==> src/brp_defs.svh <==
`ifndef BRP_DEFS_SVH
`define BRP_DEFS_SVH

// ----------------------------------------
// Register map
// ----------------------------------------
`define BRP_PTR_ADDR 8'hFD
`define BRP_PTR_RESET 8'h00

// ----------------------------------------
// Field positions of the pointer
// ----------------------------------------
`define BRP_GROUP_HI 7
`define BRP_GROUP_LO 4
`define BRP_BANK_HI 3
`define BRP_BANK_LO 0

// ----------------------------------------
// Bank codes, low group and last timer slot
// ----------------------------------------
`define BRP_BANK_NORMAL 4'h0
`define BRP_BANK_F 4'hF
`define BRP_BANK_D 4'hD
`define BRP_LOW_GROUP 4'h0
`define BRP_TIMER_LAST 4'h3

`endif

==> src/brp_pkg.sv <==
package brp_pkg;

    // ----------------------------------------
    // Target kinds
    // ----------------------------------------
    typedef enum logic [1:0] {
        BRP_TGT_NORMAL,
        BRP_TGT_BANK_F,
        BRP_TGT_BANK_D,
        BRP_TGT_NONE
    } brp_target_e;

    // ----------------------------------------
    // Translated access
    // ----------------------------------------
    typedef struct packed {
        brp_target_e target;
        logic [7:0] index;
    } brp_map_s;

    // ----------------------------------------
    // Access request from the core
    // ----------------------------------------
    typedef struct packed {
        logic valid;
        logic write;
        logic work_sel;
        logic [7:0] addr;
        logic [7:0] wdata;
    } brp_req_s;

endpackage

==> src/brp_pointer.sv <==
// Behaviour
// [RULE1] Pointer upper nibble selects a 16-byte working group among 256 bytes.
// [RULE2] Pointer lower nibble selects the expanded bank seen at working addresses.
// [RULE3] Only banks 0, F and D exist; other banks have no storage.
// [RULE4] Lower nibble zero leaves the lowest addresses on the normal file.
// [RULE5] Lower nibble 1h to Fh swaps the lowest 16 addresses to that bank.
// [RULE6] Pointer 00h maps working registers 0 to 3 onto port registers 0 to 3.
// [RULE7] Pointer 0Dh maps working registers 0 to 3 onto timer control registers.
// [RULE8] Addresses above the lowest 16 always reach the normal file.
`timescale 1ns/100ps
`include "brp_defs.svh"

module brp_pointer (
    // Clock and reset
    input wire logic mclk_i,
    input wire logic reset_i,
    // Core access
    input brp_pkg::brp_req_s req_i,
    // Translated access, write data, timer control select and pointer
    output brp_pkg::brp_map_s map_o,
    output logic map_valid_o,
    output logic map_write_o,
    output logic [7:0] map_wdata_o,
    output logic [3:0] timer_ctrl_sel_o,
    output logic [7:0] register_group_pointer_o
);
    import brp_pkg::*;

    // ----------------------------------------
    // Translation
    // ----------------------------------------
    function automatic brp_map_s brp_translate(input logic [7:0] addr, input logic [3:0] bank);
        brp_map_s m;
        m.index = addr;
        m.target = BRP_TGT_NORMAL;
        if (addr[7:4] == `BRP_LOW_GROUP && bank != `BRP_BANK_NORMAL) begin
            if (bank == `BRP_BANK_F) begin
                m.target = BRP_TGT_BANK_F;
            end else if (bank == `BRP_BANK_D) begin
                m.target = BRP_TGT_BANK_D;
            end else begin
                m.target = BRP_TGT_NONE;
            end
        end
        return m;
    endfunction

    logic [7:0] register_group_pointer_r;
    brp_map_s map_r;
    logic map_valid_r;
    logic map_write_r;
    logic [7:0] map_wdata_r;
    logic [3:0] timer_sel_r;

    wire logic [3:0] group_w = register_group_pointer_r[`BRP_GROUP_HI:`BRP_GROUP_LO];
    wire logic [3:0] bank_w = register_group_pointer_r[`BRP_BANK_HI:`BRP_BANK_LO];
    // Working addresses take the group from the pointer
    wire logic [7:0] eff_addr_w = req_i.work_sel ? {group_w, req_i.addr[3:0]} : req_i.addr; // [RULE1]
    // Bank swap only below 16, elsewhere the normal file
    wire brp_map_s map_nxt = brp_translate(eff_addr_w, bank_w); // [RULE2] [RULE3] [RULE4] [RULE5] [RULE8]
    wire logic ptr_wr_w = req_i.valid && req_i.write && eff_addr_w == `BRP_PTR_ADDR;
    wire logic timer_hit_w = req_i.valid && map_nxt.target == BRP_TGT_BANK_D
                             && eff_addr_w[3:0] <= `BRP_TIMER_LAST;
    wire logic [3:0] timer_sel_nxt = timer_hit_w ? 4'(4'h1 << eff_addr_w[1:0]) : 4'h0; // [RULE7]

    // ----------------------------------------
    // Registers
    // ----------------------------------------
    always_ff @(posedge mclk_i) begin
        if (reset_i) begin
            register_group_pointer_r <= `BRP_PTR_RESET;
        end else if (ptr_wr_w) begin
            register_group_pointer_r <= req_i.wdata;
        end
    end

    always_ff @(posedge mclk_i) begin
        if (reset_i) begin
            map_r <= '0;
            map_valid_r <= 1'b0;
            map_write_r <= 1'b0;
            map_wdata_r <= 8'h00;
            timer_sel_r <= 4'h0;
        end else begin
            map_r <= map_nxt; // [RULE6]
            map_valid_r <= req_i.valid;
            map_write_r <= req_i.valid && req_i.write;
            map_wdata_r <= req_i.wdata;
            timer_sel_r <= timer_sel_nxt;
        end
    end

    assign map_o = map_r;
    assign map_valid_o = map_valid_r;
    assign map_write_o = map_write_r;
    assign map_wdata_o = map_wdata_r;
    assign timer_ctrl_sel_o = timer_sel_r;
    assign register_group_pointer_o = register_group_pointer_r;
endmodule

==> config.mk <==
export PLATFORM = sky130hd
export DESIGN_NAME = brp_pointer
export DESIGN_NICKNAME = d
export VERILOG_FILES = /design/src/brp_pkg.sv /design/src/brp_pointer.sv
export VERILOG_INCLUDE_DIRS = /design/src /design/src/src
export SDC_FILE = /design/constraint.sdc
export NUM_CORES = 1
export LEC_CHECK = 0
export BUFFER_PORTS_ARGS = -buffer_cell sky130_fd_sc_hd__buf_2
export CAP_MARGIN = 20
export CORE_UTILIZATION = 45
export CTS_BUF_LIST = sky130_fd_sc_hd__clkbuf_2
export CTS_CLUSTER_DIAMETER = 60
export DETAILED_ROUTE_END_ITERATION = 16
export GPL_ROUTABILITY_DRIVEN = 0
export PLACE_DENSITY = 0.78
export SYNTH_ARGS = -nofsm -noshare
export SYNTH_HDL_FRONTEND = slang
export SYNTH_SLANG_ARGS = --single-unit
export TNS_END_PERCENT = 50
==> constraint.sdc <==
create_clock -name mclk_i -period 4.37 [get_ports mclk_i]
set_clock_uncertainty 0.15 [all_clocks]
set_input_delay 1.311 -clock mclk_i [delete_from_list [all_inputs] [get_ports mclk_i]]
set_output_delay 1.311 -clock mclk_i [all_outputs]
set_load 0.03 [all_outputs]
==> summary.md <==
| Metric | Value |
|---|---|
| Req. time, crit path | 4450 ps |
| Routed WL | 2.37 mm |
| HP Class | reg -> reg |
| TritonCTS Buffers | 5 |
| Cells after Synth | 106 |
| Avg Cell Area, Syn | 10.4 µm² |
| Post-CTS sizing | 0 |
| Max Buffers Root-to-Sink | 2 |
| CP max FO | 9 |
| Max_slew headroom | 0.595 |
| CP delay by family, top | simple AND/OR/NAND/NOR gates |
| Outcome | complete, no violations |
| Skew-Pair Late Insertion Delay | 360 ps |
| Worst Path Buf+Inv | 1 |
| Crit path capture type | flip-flop |
| First-pass GRT wire length | 3.73 mm |
| CTS clk-pin slew, worst paths | 170 ps |
| Avg WL per Cell | 12.5 µm |
| EDFF count, synth | 0 |
| Share of cells above drive strength 1 | 0.389 |
| H-tree levels | 2 |
| Pwr Density | 347 mW/mm² |
| Area leader, netlist | dfxtp_1 |
| LEAKAGE | 0.648 nW |
| Yosys cell types | 25 |
| Seq/Total Area, Yosys | 0.579 |
| Chip Width | 51.6 µm |
| Ys async rst share | 0 |
| Post-Synthesis Cell Area | 0.00111 mm² |
| Yosys top cell area share | 0.579 |
| Hold buffers post-CTS | 0 |
| Grt total ovfl | 0 |
| DR iter-0 viols | 5 |
| Hold Fails Final Rpt | 0 |
| Fin util | 0.623 |
| TritonCTS clock tree | done |
| Max-slew violations | 0 |
| CP cell instances | buf_2 -> mux2i_1 -> or4_1 -> o21ai_1 -> a21oi_1 |
| Slowest CP cell | or4_1 |
| Worst setup path class | in -> reg |
| Syn_nets | 127 |
| Post CTS Setup Buffer Count | 0 |
| DP HPWL | 1.73 mm |
| Fin crit period | 2560 ps |
| Full die area | 0.00266 mm² |
| Syn. warnings | 0 |
| # port buffers | 52 |
| Pin count of the biggest net entering global routing | 27 |
| DR vias/cell | 5.03 |
| # Max-Cap Violations | 0 |
| Clock tree sinks | 32 |
| Post-DRT Antenna Nets | 0 |
| Sum of negative setup slack | 0 ps |
| N_diodes | 0 |
| Max Freq | 0.391 GHz |
| Area delta synth->final | 28.0% |
| Top-count cell post-synth | dfxtp_1 |
| DRC | 0 |
| Initial Util | 0.487 |
| Core area | 0.00228 mm² |
| Initial antenna violation count | 0 |
| Finish-stage setup viols | 0 |
| Crit path DAT | 2640 ps |
| RSZ-0062 raised after global routing | false |
| Root buf cell | clkbuf_2 |
| Top cells by count, synth | 32 x dfxtp_1, 14 x nor2b_1, 9 x a21oi_1, 9 x o21ai_1, 8 x nand3_1 |
| Total track usage | 0.196 |
| Synthesized flop and latch total | 32 |
| Final nets | 182 |
| Peak supply drop | 0.000236 V |
| Slowest stage delay, CP | 680 ps |
| Pin slew with the least headroom to its limit | 608 ps |
| Primary FF master, synth | dfxtp_1 |
| Vias | 956 |
| FILL cells | 201 |
| Cell Rows | 17 |
| DIE HEIGHT | 51.6 µm |
| IO Pins | 53 |
| Vias in the first global route | 884 |
| Synth area leaders | dfxtp_1 58%, nor2b_1 7.9%, a21oi_1 4.1% |
| Pre-Repair DR Iteration Count | 4 |
| Startpoint types | input pin |
| Tcrit/Tclk final | 0.585 |
cell type report:
cell class	instances	area, µm²	share of cell area
Clock buffer	5	25.0	0.0177
Clock inverter	3	13.8	0.00971
Multi-Input combinational cell	70	443	0.312
Sequential cell	32	641	0.452
Tap cell	28	35.0	0.0247
Timing Repair Buffer	52	260	0.184
registers in the layout (all words and copies together) (netlist names):
signal / count
map_o: 10
map_valid_o: 1
map_wdata_o: 8
map_write_o: 1
register_group_pointer_o: 8
timer_ctrl_sel_o: 4
tightest hold or removal path: stages, from the launching register on:
cell and delay, ps:
dfxtp_1 370, o21ai_1 90, a21oi_1 70
stage by stage:
stage          setup slack (ps)  hold slack (ps)  total power (W)  std cells  cell area [µm²]
2_1_floorplan              1610              480         0.000343        106             1110
3_3_place_gp               1460              372         0.000363        182             1380
3_5_place_dp               1410              372         0.000364        182             1380
4_1_cts                    1810              397         0.000494        190             1420
5_1_grt                    1730              419         0.000514        190             1420
6_report                   1810              399         0.000492        190             1420
path summary, 6_finish.rpt:
kind / startpoint / end / slack [ps] / depth (start not counted)
worst max-delay path: req_i[16] / register_group_pointer_o[0]$_SDFFE_PP0P_ / 1810 / 5
worst min-delay path: register_group_pointer_o[6]$_SDFFE_PP0P_ / register_group_pointer_o[6]$_SDFFE_PP0P_ / 400 / 2
worst max register to register: register_group_pointer_o[6]$_SDFFE_PP0P_ / register_group_pointer_o[0]$_SDFFE_PP0P_ / 2580 / 4
worst min register to register: register_group_pointer_o[6]$_SDFFE_PP0P_ / register_group_pointer_o[6]$_SDFFE_PP0P_ / 400 / 2
cell families (layout without fill, tap and decap cells):
group	Yosys count	in the layout	synth area share
flops	32	32	0.579
simple gates	46	46	0.255
mux	3	3	0.0384
buf+inv	4	60	0.0215
compound gates	21	21	0.106
metal layers:
metal	GRT usage	wire length (µm)
met2	0.323	1190
met5	0	0
met4	0.140	50
met3	0.0731	167
met1	0.203	963
placed cells by master, fill, tap and decap left out, types with 2 or more instances in the layout:
master    count
nor2_1        7
dfxtp_1      32
nor2b_1      14
mux2i_1       2
clkbuf_2      5
o21ai_1       9
nand3_1       8
and2_1        3
clkinv_2      2
nand2_1       2
nor3_1        3
nand4_1       2
buf_2        52
a21oi_1       9
where the power goes:
group / internal, W / switching [W] / total [W]
Clock: 0.0000359 / 0.0000979 / 0.000134
Sequential: 0.000300 / 0.00000152 / 0.000302
Combinational: 0.0000195 / 0.0000371 / 0.0000566
No activity file was read; power rests on OpenSTA's default activity.
